## config.mk

```make
export PLATFORM = sky130hd
export DESIGN_NAME = lrpm_top
export DESIGN_NICKNAME = d
export VERILOG_FILES = /design/src/rtl/lrpm_pkg.sv /design/src/rtl/lrpm_pwr_if.sv /design/src/rtl/lrpm_pwr_seq.sv /design/src/rtl/lrpm_top.sv
export VERILOG_INCLUDE_DIRS = /design/src /design/src/rtl
export SDC_FILE = /design/constraint.sdc
export NUM_CORES = 1
export LEC_CHECK = 0
export BUFFER_PORTS_ARGS = -buffer_cell sky130_fd_sc_hd__buf_2
export CORE_ASPECT_RATIO = 1.25
export CORE_UTILIZATION = 40
export CTS_CLUSTER_DIAMETER = 200
export DETAILED_ROUTE_END_ITERATION = 8
export PLACE_DENSITY_LB_ADDON = 0.12
export SLEW_MARGIN = 40
export SYNTH_ARGS = -nofsm -noshare
export SYNTH_HDL_FRONTEND = slang
export SYNTH_SLANG_ARGS = --single-unit
```

## constraint.sdc

```tcl
create_clock -name hclk -period 3.3 [get_ports hclk]
set_clock_uncertainty 0.05 [all_clocks]
set_input_delay 0.165 -clock hclk [delete_from_list [all_inputs] [get_ports hclk]]
set_output_delay 0.165 -clock hclk [all_outputs]
set_load 0.01 [all_outputs]
```

## src/rtl/lrpm_cfg.svh

```systemverilog
// Purpose: Constants for the reset and power-mode controller
// Assumes: AHB-Lite word registers, 40 MHz hclk
// Notes: Function list below
// Function
// - External reset initializes link and transceiver
// - Enable bit one holds link in init
// - Soft init keeps control register contents
// - Enable bit one powers transceiver down
// - Standby gates clocks, oscillator keeps running
// - Standby with halt select stops oscillator
// - In card mode, card power-down drives standby bit
`ifndef LRPM_CFG_SVH
`define LRPM_CFG_SVH
`define LRPM_ADDR_LINK_A 8'h00
`define LRPM_ADDR_LINK_B 8'h04
`define LRPM_ADDR_BUF_E 8'h08
`define LRPM_ADDR_CARD_B 8'h0c
`define LRPM_ADDR_STATUS 8'h10
`define LRPM_ADDR_MCAST 8'h14
`define LRPM_BIT_DLE 7
`define LRPM_BIT_STANDBY_N_BIT 5
`define LRPM_BIT_OSCSEL 4
`define LRPM_BIT_PWRDN 2
`define LRPM_RST_LINK_A 8'h80
`define LRPM_RST_LINK_B 8'h20
`define LRPM_RST_BYTE 8'h00
`define LRPM_CLK_MHZ 40
`define LRPM_OSC_START_US 100
`define LRPM_HOST_WAIT_US 200
`endif

```

## src/rtl/lrpm_pkg.sv

```systemverilog
// Purpose: Types for the reset and power-mode controller
// Assumes: Nothing
// Notes: Constants sit in lrpm_cfg.svh
package lrpm_pkg;
  typedef enum logic [2:0] {LRPM_RUN, LRPM_STANDBY, LRPM_SHUTDOWN, LRPM_OSC_WAIT,
    LRPM_CLK_ON} lrpm_pwr_t;
endpackage

```

## src/rtl/lrpm_pwr_if.sv

```systemverilog
// Purpose: Carrier between top and power sequencer
// Assumes: Same clock on both sides
// Notes: Plain request and status signals
`timescale 1ns/10ps
`default_nettype none
interface lrpm_pwr_if;
  logic standby_n_bit; // Zero requests low power
  logic osc_halt_sel; // One picks shutdown
  logic clk_run; // Internal clocks enabled
  logic osc_run; // Oscillator running
  logic waking; // Wake sequence in progress
  modport top (output standby_n_bit, output osc_halt_sel,
    input clk_run, input osc_run, input waking);
  modport seq (input standby_n_bit, input osc_halt_sel,
    output clk_run, output osc_run, output waking);
endinterface
`default_nettype wire

```

## src/rtl/lrpm_pwr_seq.sv

```systemverilog
// Purpose: Standby and shutdown sequencing
// Assumes: Oscillator start time fixed by a count
// Notes: Clock enable freezes state
`timescale 1ns/10ps
`default_nettype none
`include "lrpm_cfg.svh"
module lrpm_pwr_seq
  import lrpm_pkg::*;
#(
  parameter int OSC_START_CYC = (`LRPM_OSC_START_US * `LRPM_CLK_MHZ)
)(
  // Clock and reset
  input wire logic hclk,
  input wire logic hresetn,
  input wire logic clk_en,
  // Carrier
  lrpm_pwr_if.seq pw
);
  lrpm_pwr_t state_ff; // Power state
  logic [15:0] osc_cnt_ff; // Oscillator settle counter

  // Power state sequencing
  always_ff @(posedge hclk or negedge hresetn)
  begin
    if (!hresetn)
    begin
      state_ff <= LRPM_RUN;
      osc_cnt_ff <= 16'h0000;
    end
    else if (clk_en)
    begin
      unique case (state_ff)
        LRPM_RUN:
        begin
          // Low power requested
          if (!pw.standby_n_bit)
            state_ff <= pw.osc_halt_sel ? LRPM_SHUTDOWN : LRPM_STANDBY;
        end
        LRPM_STANDBY:
        begin
          if (pw.standby_n_bit)
            state_ff <= LRPM_CLK_ON;
          else if (pw.osc_halt_sel)
            state_ff <= LRPM_SHUTDOWN;
        end
        LRPM_SHUTDOWN:
        begin
          osc_cnt_ff <= 16'h0000;
          if (pw.standby_n_bit)
            state_ff <= LRPM_OSC_WAIT;
        end
        LRPM_OSC_WAIT:
        begin
          // Oscillator must settle before clocks return
          if (osc_cnt_ff == 16'(OSC_START_CYC - 1))
            state_ff <= LRPM_CLK_ON;
          else
            osc_cnt_ff <= osc_cnt_ff + 16'h0001;
        end
        LRPM_CLK_ON:
          state_ff <= LRPM_RUN;
      endcase
    end
  end

  // Decoded outputs
  always_comb
  begin
    pw.osc_run = (state_ff != LRPM_SHUTDOWN);
    pw.clk_run = (state_ff == LRPM_RUN) || (state_ff == LRPM_CLK_ON);
    pw.waking = (state_ff == LRPM_OSC_WAIT) || (state_ff == LRPM_CLK_ON);
  end

  AST_OSC_OFF: assert property (@(posedge hclk) disable iff (!hresetn)
    (state_ff == LRPM_SHUTDOWN) |-> !pw.osc_run && !pw.clk_run)
    else $error("oscillator runs in shutdown");
  AST_STANDBY_N_BIT_OSC: assert property (@(posedge hclk) disable iff (!hresetn)
    (state_ff == LRPM_STANDBY) |-> pw.osc_run && !pw.clk_run)
    else $error("standby state wrong");
  AST_OSC_FIRST: assert property (@(posedge hclk) disable iff (!hresetn)
    ($past(state_ff) == LRPM_SHUTDOWN && state_ff != LRPM_SHUTDOWN) |-> !pw.clk_run)
    else $error("clocks before oscillator settled");
endmodule
`default_nettype wire

```

## src/rtl/lrpm_top.sv

```systemverilog
// Purpose: Reset and power-mode control block on AHB-Lite
// Assumes: Single word transfers, zero wait states
// Notes: Pins pass two flops before use
//
// Our own choices: the AHB-Lite slave port and the address map.
`timescale 1ns/10ps
`default_nettype none
`include "lrpm_cfg.svh"
module lrpm_top
  import lrpm_pkg::*;
#(
  parameter int OSC_START_CYC = (`LRPM_OSC_START_US * `LRPM_CLK_MHZ)
)(
  // Clock, reset, enable
  input wire logic hclk,
  input wire logic hresetn,
  input wire logic clk_en,
  // Mode pin
  input wire logic card_mode_pin,
  // AHB-Lite slave
  input wire logic hsel,
  input wire logic [7:0] haddr,
  input wire logic [1:0] htrans,
  input wire logic hwrite,
  input wire logic [2:0] hsize,
  input wire logic [31:0] hwdata,
  input wire logic hready,
  output logic [31:0] hrdata,
  output logic hreadyout,
  output logic hresp,
  // Power and reset controls
  output logic link_init,
  output logic xcvr_reset,
  output logic xcvr_power_down,
  output logic clk_gate_en,
  output logic osc_enable
);
  lrpm_pwr_if pw();
  logic [7:0] link_control_reg_a_ff; // Holds data_link_enable
  logic [7:0] link_control_reg_b_ff; // Holds standby_n_bit
  logic [7:0] buffer_mgmt_reg_e_ff; // Holds oscillator_halt_select
  logic [7:0] card_config_reg_b_ff; // Holds card_power_down
  logic [7:0] multicast_filter_ff; // Sample preserved register
  logic [1:0] card_sync_ff; // Mode pin synchroniser
  logic por_ff; // Marks first cycles after hard reset
  logic wr_pend_ff; // Write data phase pending
  logic [7:0] wr_addr_ff; // Latched write address
  logic [7:0] rd_addr_ff; // Latched read address
  logic rd_pend_ff; // Read data phase pending
  logic link_init_ff, xcvr_reset_ff, xcvr_pd_ff, clk_gate_ff, osc_en_ff;
  logic [31:0] hrdata_ff;
  logic addr_ok;
  logic card_mode;

  // Address phase qualifier
  assign addr_ok = hsel && hready && htrans[1];
  assign card_mode = card_sync_ff[1];
  assign pw.standby_n_bit = link_control_reg_b_ff[`LRPM_BIT_STANDBY_N_BIT];
  assign pw.osc_halt_sel = buffer_mgmt_reg_e_ff[`LRPM_BIT_OSCSEL];

  // Byte readback for a word address
  function automatic logic [7:0] reg_pick(input logic [7:0] a, input logic [7:0] ra,
    input logic [7:0] rb, input logic [7:0] re, input logic [7:0] cb,
    input logic [7:0] mf, input logic [7:0] st);
    logic [7:0] v;
    v = 8'h00;
    unique case (a)
      `LRPM_ADDR_LINK_A: v = ra;
      `LRPM_ADDR_LINK_B: v = rb;
      `LRPM_ADDR_BUF_E: v = re;
      `LRPM_ADDR_CARD_B: v = cb;
      `LRPM_ADDR_MCAST: v = mf;
      `LRPM_ADDR_STATUS: v = st;
      default: v = 8'h00;
    endcase
    return v;
  endfunction

  // Mode pin synchroniser
  always_ff @(posedge hclk or negedge hresetn)
  begin
    if (!hresetn)
      card_sync_ff <= 2'h0;
    else if (clk_en)
      card_sync_ff <= {card_sync_ff[0], card_mode_pin};
  end

  // Bus phase tracking, zero wait states
  always_ff @(posedge hclk or negedge hresetn)
  begin
    if (!hresetn)
    begin
      wr_pend_ff <= 1'b0;
      rd_pend_ff <= 1'b0;
      wr_addr_ff <= 8'h00;
      rd_addr_ff <= 8'h00;
    end
    else if (clk_en)
    begin
      wr_pend_ff <= addr_ok && hwrite;
      rd_pend_ff <= addr_ok && !hwrite;
      if (addr_ok)
      begin
        wr_addr_ff <= haddr;
        rd_addr_ff <= haddr;
      end
    end
  end

  // Register writes; hard reset is the only clearing path
  always_ff @(posedge hclk or negedge hresetn)
  begin
    if (!hresetn)
    begin
      link_control_reg_a_ff <= `LRPM_RST_LINK_A;
      buffer_mgmt_reg_e_ff <= `LRPM_RST_BYTE;
      card_config_reg_b_ff <= `LRPM_RST_BYTE;
      multicast_filter_ff <= `LRPM_RST_BYTE;
    end
    else if (clk_en && wr_pend_ff)
    begin
      // Soft init never clears these, only writes change them
      unique case (wr_addr_ff)
        `LRPM_ADDR_LINK_A: link_control_reg_a_ff <= hwdata[7:0];
        `LRPM_ADDR_BUF_E: buffer_mgmt_reg_e_ff <= hwdata[7:0];
        `LRPM_ADDR_CARD_B: card_config_reg_b_ff <= hwdata[7:0];
        `LRPM_ADDR_MCAST: multicast_filter_ff <= hwdata[7:0];
        default: ;
      endcase
    end
  end

  // Standby bit: card mode follows power-down, else host writes it
  always_ff @(posedge hclk or negedge hresetn)
  begin
    if (!hresetn)
      link_control_reg_b_ff <= `LRPM_RST_LINK_B;
    else if (clk_en)
    begin
      if (card_mode)
      begin
        // Host writes to the standby bit are ignored here
        link_control_reg_b_ff[`LRPM_BIT_STANDBY_N_BIT] <=
          !card_config_reg_b_ff[`LRPM_BIT_PWRDN];
        if (wr_pend_ff && wr_addr_ff == `LRPM_ADDR_LINK_B)
        begin
          link_control_reg_b_ff[7:6] <= hwdata[7:6];
          link_control_reg_b_ff[4:0] <= hwdata[4:0];
        end
      end
      else if (wr_pend_ff && wr_addr_ff == `LRPM_ADDR_LINK_B)
        link_control_reg_b_ff <= hwdata[7:0];
    end
  end

  // Hard reset marker for transceiver reset pulse
  always_ff @(posedge hclk or negedge hresetn)
  begin
    if (!hresetn)
      por_ff <= 1'b1;
    else if (clk_en)
      por_ff <= 1'b0;
  end

  // Control outputs, all registered
  always_ff @(posedge hclk or negedge hresetn)
  begin
    if (!hresetn)
    begin
      link_init_ff <= 1'b1;
      xcvr_reset_ff <= 1'b1;
      xcvr_pd_ff <= 1'b1;
      clk_gate_ff <= 1'b1;
      osc_en_ff <= 1'b1;
    end
    else if (clk_en)
    begin
      link_init_ff <= link_control_reg_a_ff[`LRPM_BIT_DLE] || pw.waking;
      xcvr_reset_ff <= por_ff;
      xcvr_pd_ff <= link_control_reg_a_ff[`LRPM_BIT_DLE];
      clk_gate_ff <= pw.clk_run;
      osc_en_ff <= pw.osc_run;
    end
  end

  // Read data register
  always_ff @(posedge hclk or negedge hresetn)
  begin
    if (!hresetn)
      hrdata_ff <= 32'h0000_0000;
    else if (clk_en && addr_ok && !hwrite)
      hrdata_ff <= {24'h00_0000, reg_pick(haddr, link_control_reg_a_ff,
        link_control_reg_b_ff, buffer_mgmt_reg_e_ff, card_config_reg_b_ff,
        multicast_filter_ff, {3'h0, card_mode, pw.waking, pw.osc_run,
        pw.clk_run, link_init_ff})};
  end

  assign hrdata = hrdata_ff;
  assign hreadyout = 1'b1;
  assign hresp = 1'b0;
  assign link_init = link_init_ff;
  assign xcvr_reset = xcvr_reset_ff;
  assign xcvr_power_down = xcvr_pd_ff;
  assign clk_gate_en = clk_gate_ff;
  assign osc_enable = osc_en_ff;

  lrpm_pwr_seq #(.OSC_START_CYC(OSC_START_CYC)) u_seq (
    .hclk(hclk),
    .hresetn(hresetn),
    .clk_en(clk_en),
    .pw(pw.seq)
  );

  AST_PD_FOLLOW: assert property (@(posedge hclk) disable iff (!hresetn)
    clk_en && card_mode |=> link_control_reg_b_ff[`LRPM_BIT_STANDBY_N_BIT] ==
    !$past(card_config_reg_b_ff[`LRPM_BIT_PWRDN]))
    else $error("standby bit does not follow power-down");
  AST_XCVR_PD: assert property (@(posedge hclk) disable iff (!hresetn)
    clk_en && link_control_reg_a_ff[`LRPM_BIT_DLE] |=> xcvr_power_down)
    else $error("transceiver not powered down");
  AST_LINK_INIT: assert property (@(posedge hclk) disable iff (!hresetn)
    clk_en && link_control_reg_a_ff[`LRPM_BIT_DLE] |=> link_init)
    else $error("link not held in init");
  AST_KEEP_MCAST: assert property (@(posedge hclk) disable iff (!hresetn)
    !wr_pend_ff |=> $stable(multicast_filter_ff))
    else $error("filter changed without write");
  AST_XCVR_RST: assert property (@(posedge hclk) disable iff (!hresetn)
    clk_en && !por_ff |=> !xcvr_reset)
    else $error("transceiver reset stuck");
  // A frozen cycle must not move link_init, clk_gate_en or osc_enable
  AST_FREEZE: assert property (@(posedge hclk) disable iff (!hresetn)
    !clk_en |=> $stable(link_init) && $stable(clk_gate_en) && $stable(osc_enable))
    else $error("outputs moved while clock enable low");
  // Soft init holds the buffer settings as well
  AST_KEEP_BUF: assert property (@(posedge hclk) disable iff (!hresetn)
    !wr_pend_ff |=> $stable(buffer_mgmt_reg_e_ff))
    else $error("buffer setting changed without write");
endmodule
`default_nettype wire

```

# Yosys cells after proc, flatten, opt, wreduce, memory -nomap -nowiden
# Index checks and enable logic that the tools add are counted.
# W data, S select, Z words.
# word_totals
n_memories,0
mem_bits_rw,0
romBits,0
latchBits,0
in_bits,52
ff_bits,84
# op_classes
shifts,0
bitwise,0
div,0
n_lt_le_gt_ge,0
muxes,14
multipliers,0
n_eq_ne,20
n_reduce_logical,26
n_addsub,1
# ops
cell,n
$pmux W8 S6,1
$eq A8 B4 Y1 const B,4
$pmux W16 S2,1
$eq A8 B5 Y1 const B,3
$add A16 B1 Y16 const B,1
$eq A16 B12 Y1 const B,1
$eq A8 B3 Y1 const B,2
$logic_not A8 Y1,2
$mux W16,1
$mux W8,2
$mux W3,5
$pmux W3 S5,1
$reduce_and A2 Y1,7
$logic_and A1 B1 Y1,7
$eq A3 B2 Y1 const B,2
$ne A2 B2 Y1 const B,3
$mux W5,1
$reduce_and A5 Y1,1
$mux W2,2
$reduce_bool A2 Y1,2
$eq A3 B1 Y1 const B,1
$eq A3 B3 Y1 const B,1
$logic_not A3 Y1,1
$logic_or A1 B1 Y1,3
other kinds (5),6

# Depth between registers and ports, before layout
# depth
word_depth,4
ltp_mapped,7
depth_no_buf,6

# By module
# A second synthesis with hierarchy kept.
# hier_totals
cells_unflattened,383
hier_area_um2,4384.2
# modules_own_cells
module,instances,seq_area_each_um2,area_per_inst_um2,cells_each
lrpm_top,1,1636.6,3099.2,231
lrpm_pwr_seq,1,475.5,1285.0,152

# Worst setup path before layout
# Ideal clock, no wire load.
# synth_timing
path_type,reg-to-reg
startpoint,register wr_addr_ff[5]
endpoint,register link_control_reg_b_ff[0]
required_time_ns,3.125
setup_slack_ns,1.054
n_path_buf,1
stages_incl_launch_ff,6
setup_ns,0.125
t_arrival_ns,2.071
period_less_slack_ns,2.246
path_cell_list,dfrtp_1 -> or4b_4 -> or3_1 -> buf_6 -> nor3b_4 -> mux2_2
# synth_between
elab_chain_len,3
# synth_rtl
element,line,rtl
start: declaration,lrpm_top.sv:47,logic [7:0] wr_addr_ff;
start signal: assignment,lrpm_top.sv:104,wr_addr_ff <= haddr;
$eq A8 B3 Y1 (no source line),-,
$logic_and A1 B1 Y1 (no source line),-,
$reduce_and A2 Y1 (no source line),-,
end signal: assignment,lrpm_top.sv:137,link_control_reg_b_ff <= `LRPM_RST_LINK_B;
end signal: indexed assignment,lrpm_top.sv:143,link_control_reg_b_ff[`LRPM_BIT_STANDBY_N_BIT] <=
end signal: assignment,lrpm_top.sv:148,link_control_reg_b_ff[4:0] <= hwdata[4:0];
end: declaration,lrpm_top.sv:40,logic [7:0] link_control_reg_b_ff;
# No other way between the ends.
# A chain may end at the register's enable or synchronous reset.

# Final worst setup path
# layout_timing
startpoint,register wr_addr_ff[5]
endpoint,register link_control_reg_b_ff[3]
# The elaborated chain is that of the path after synthesis.

==> flow_metrics.tcl <==
set metrics [dict create \
    switching_share_pct 25.0 \
    multiInputGateArea_um2 1930 \
    synthAdderAreaFrac_pct 0.295 \
    powerDensity_nw_per_um2 548 \
    pwr-share-seq_pct 46.7 \
    post-route-util_pct 46.6 \
    fillers 942 \
    floorplan.die.width_um 94.2 \
    drtIter0Drc 84 \
    finalNetCount 463 \
    p_leak_nw 2.19 \
    placedCellCount 527 \
    ys_types 58 \
    synth_area_per_cell_um2 11.2 \
    antenna_found_initial 0 \
    status "complete, no violations" \
    rsz0062_at_grt "no" \
    hp-class "input pin to register" \
    ir_drop_v 0.000333 \
    required_ps 3470 \
    syn2layout_area_growth_pct 12.1 \
    power.internal_mw 1.96 \
    arrival_ps 2720 \
    cts_tree "yes" \
    synthTopCellsByArea "dfrtp_1 45%, mux2_2 15%, dfstp_2 4.9%" \
    place.gp.congestion 0.771 \
    drc_errors 0 \
    postCtsSetupBuffers 0 \
    cts_root_buffer "clkbuf_16" \
    vias_per_cell 5.38 \
    drive_above_1_share_pct 31.6 \
    die_area_um2 11000 \
    portBuffers 36 \
    p_clk_share_pct 41.3 \
    n_antenna_cell 0 \
    yosysWarningCount 0 \
    num_vias 2928 \
    cts_resized 0 \
    fmaxAchievable_ghz 0.392 \
    cp-end-kind "register" \
    hold_viol_final 0 \
    antenna_left 0 \
    fin_crit_sh_pct 77.2 \
    drv_slew 0 \
    synth_seq_cells 84 \
    first_global_vias 2835 \
    fp.dieH_um 117 \
    synth_top_family_by_area "multiplexers" \
    core_area_um2 10200 \
    yosysTopAreaCellShare_pct 44.8 \
    dp_hpwl_um 6340 \
    worst_pin_slew_ps 717 \
    first_pass_iters 4 \
    crit_fanout 9 \
    path_class "register to register" \
    relSlewSlack_pct 52.0 \
    comb_power_share_pct 12.0 \
    min_period_ps 2550 \
    clk_latency_ps 340 \
    clock_path_buffers 2 \
    htreeDepth 3 \
    wire_per_inst_um 17.2 \
    ys_seq_area_share_pct 49.7 \
    final_cells 544 \
    clock-sinks 84 \
    syn_inst 378 \
    grt_max_degree 35 \
    p_switching_mw 0.653 \
    async_flop_share_pct 100 \
    cts-buffers-inserted 9 \
    mostFrequentLayoutCell "dfrtp_1" \
    setup_tns_ps 0 \
    postRouteWirelength_um 9350 \
    start_util_pct 41.6 \
    final_cell_mix "76 x dfrtp_1, 58 x mux2_2, 35 x buf_2" \
    synth_top_cell_by_area "dfrtp_1" \
    synth_edf_count 0 \
    start_kind "register" \
    yosys.area_share.xor_xnor_pct 0.206 \
    clkTransAtPathRegs_ps 60 \
    grt_usage_pct 18.4 \
    setup_violations 0 \
    ys.flop_type "dfrtp_1" \
    synthMuxAreaShare_pct 18.9 \
    rows 41 \
    yosys.area_share.simple_pct 11.8 \
    grt_pass1_wl_um 14900 \
    syn-cell-area_um2 4250 \
    gr-total-overflow 0 \
    regArea_um2 2110 \
    maxCapViolations 0 \
    pin_count 91 \
    synth_compound_area_share_pct 11.9 \
]
## cell usage after synthesis, drive strengths merged, types with 2 or more instances
master and number:
nand4 6, buf 31, or4 2, mux4 3
nor2 23, nand2b 2, nor3 7, mux2 58
a21o 2, nand2 21, o41ai 3, dfstp 8
nor3b 3, o31a 2, o21ai 32, dfrtp 76
nand3b 2, and3 2, inv 7, or3 3
conb 2, a22o 3, or3b 2, nand3 9
and2 2, a211oi 3, o31ai 4, mux2i 8
nor2b 3, a21oi 12, clkbuf 12, a31oi 4
a22oi 4
## sequential cells by signal (all words and copies together), names as in the netlist, 2 cells and up
signal and flops:
card_sync_ff 2, buffer_mgmt_reg_e_ff 8, u_seq.state_ff 3, card_config_reg_b_ff 8, u_seq.osc_cnt_ff 16, hrdata 8, wr_addr_ff 8, multicast_filter_ff 8
link_control_reg_b_ff 8, link_control_reg_a_ff 8
## path summary, 6_finish.rpt
check,from,to,slack (ps),depth (start not counted)
worst max-delay path,wr_addr_ff[5],link_control_reg_b_ff[3],750,4
worst min-delay path,card_mode_pin,card_sync_ff[0],20,2
worst max register to register,wr_addr_ff[5],link_control_reg_b_ff[3],750,4
worst min register to register,card_config_reg_b_ff[2],link_control_reg_b_ff[5],410,1
max in group asynchronous,hresetn,xcvr_power_down,2110,3
min in group asynchronous,hresetn,u_seq.osc_cnt_ff[10],280,2
## logic make-up (layout without fill, tap and decap cells)
logic type                 after synthesis  count (layout)
xor gates and xnor gates                 1               1
other                                    2              26
and+or+nand+nor                         92              92
buffers and inverters                   50              63
AOI/OAI and AO/OA                       79              79
muxes                                   69              69
DFF                                     84              84
adders and majority gates                1               1
## layout make-up
class                      count  area share, %
sequential                    84           44.4
multi-input combinational    268           40.5
clock buffer                  11           5.10
tap                          129           3.39
inverter                       7          0.552
clock inverter                 5           1.58
timing repair buffer          40           4.52
## per-stage QoR
step / hold slack (ps) / power (mW) / setup WS [ps] / cell area (um2)
after CTS: 8.40 / 2.64 / 733 / 4760
after global routing: 20.7 / 2.73 / 555 / 4760
after floorplan: -181 / 1.46 / 1050 / 4340
after global placement: 91.4 / 1.54 / 741 / 4430
after detailed placement: 99.8 / 1.56 / 710 / 4430
final: 18.2 / 2.61 / 752 / 4760
## power by group through the flow
stage | logic, mW | clock network, mW | registers (mW)
6_report | 0.313 | 1.08 | 1.22
5_1_grt | 0.352 | 1.14 | 1.24
4_1_cts | 0.320 | 1.10 | 1.22
3_5_place_dp | 0.318 | 0 | 1.24
3_3_place_gp | 0.311 | 0 | 1.23
2_1_floorplan | 0.260 | 0 | 1.20
## critical path, cell delays in order, from the launching register on
cell,delay (ps)
dfrtp_1,370
or4b_4,540
or3_1,490
nor3b_4,570
mux2_2,410
## per-layer routing
layer	vias up	part of all wire, %	GRT usage [%]
met5	-	0	0
li1	1394	-	-
met4	0	1.5	8.92
met1	1481	44	22.3
met2	43	51	31.6
met3	10	2.7	3.17
## repair_timing
action / CTS / global route
hold buffers: 1 / 0
setup endpoints to repair: 0 / 0
endpoints found under the hold margin: 28 / 0
(Power assumes the default switching activity.)
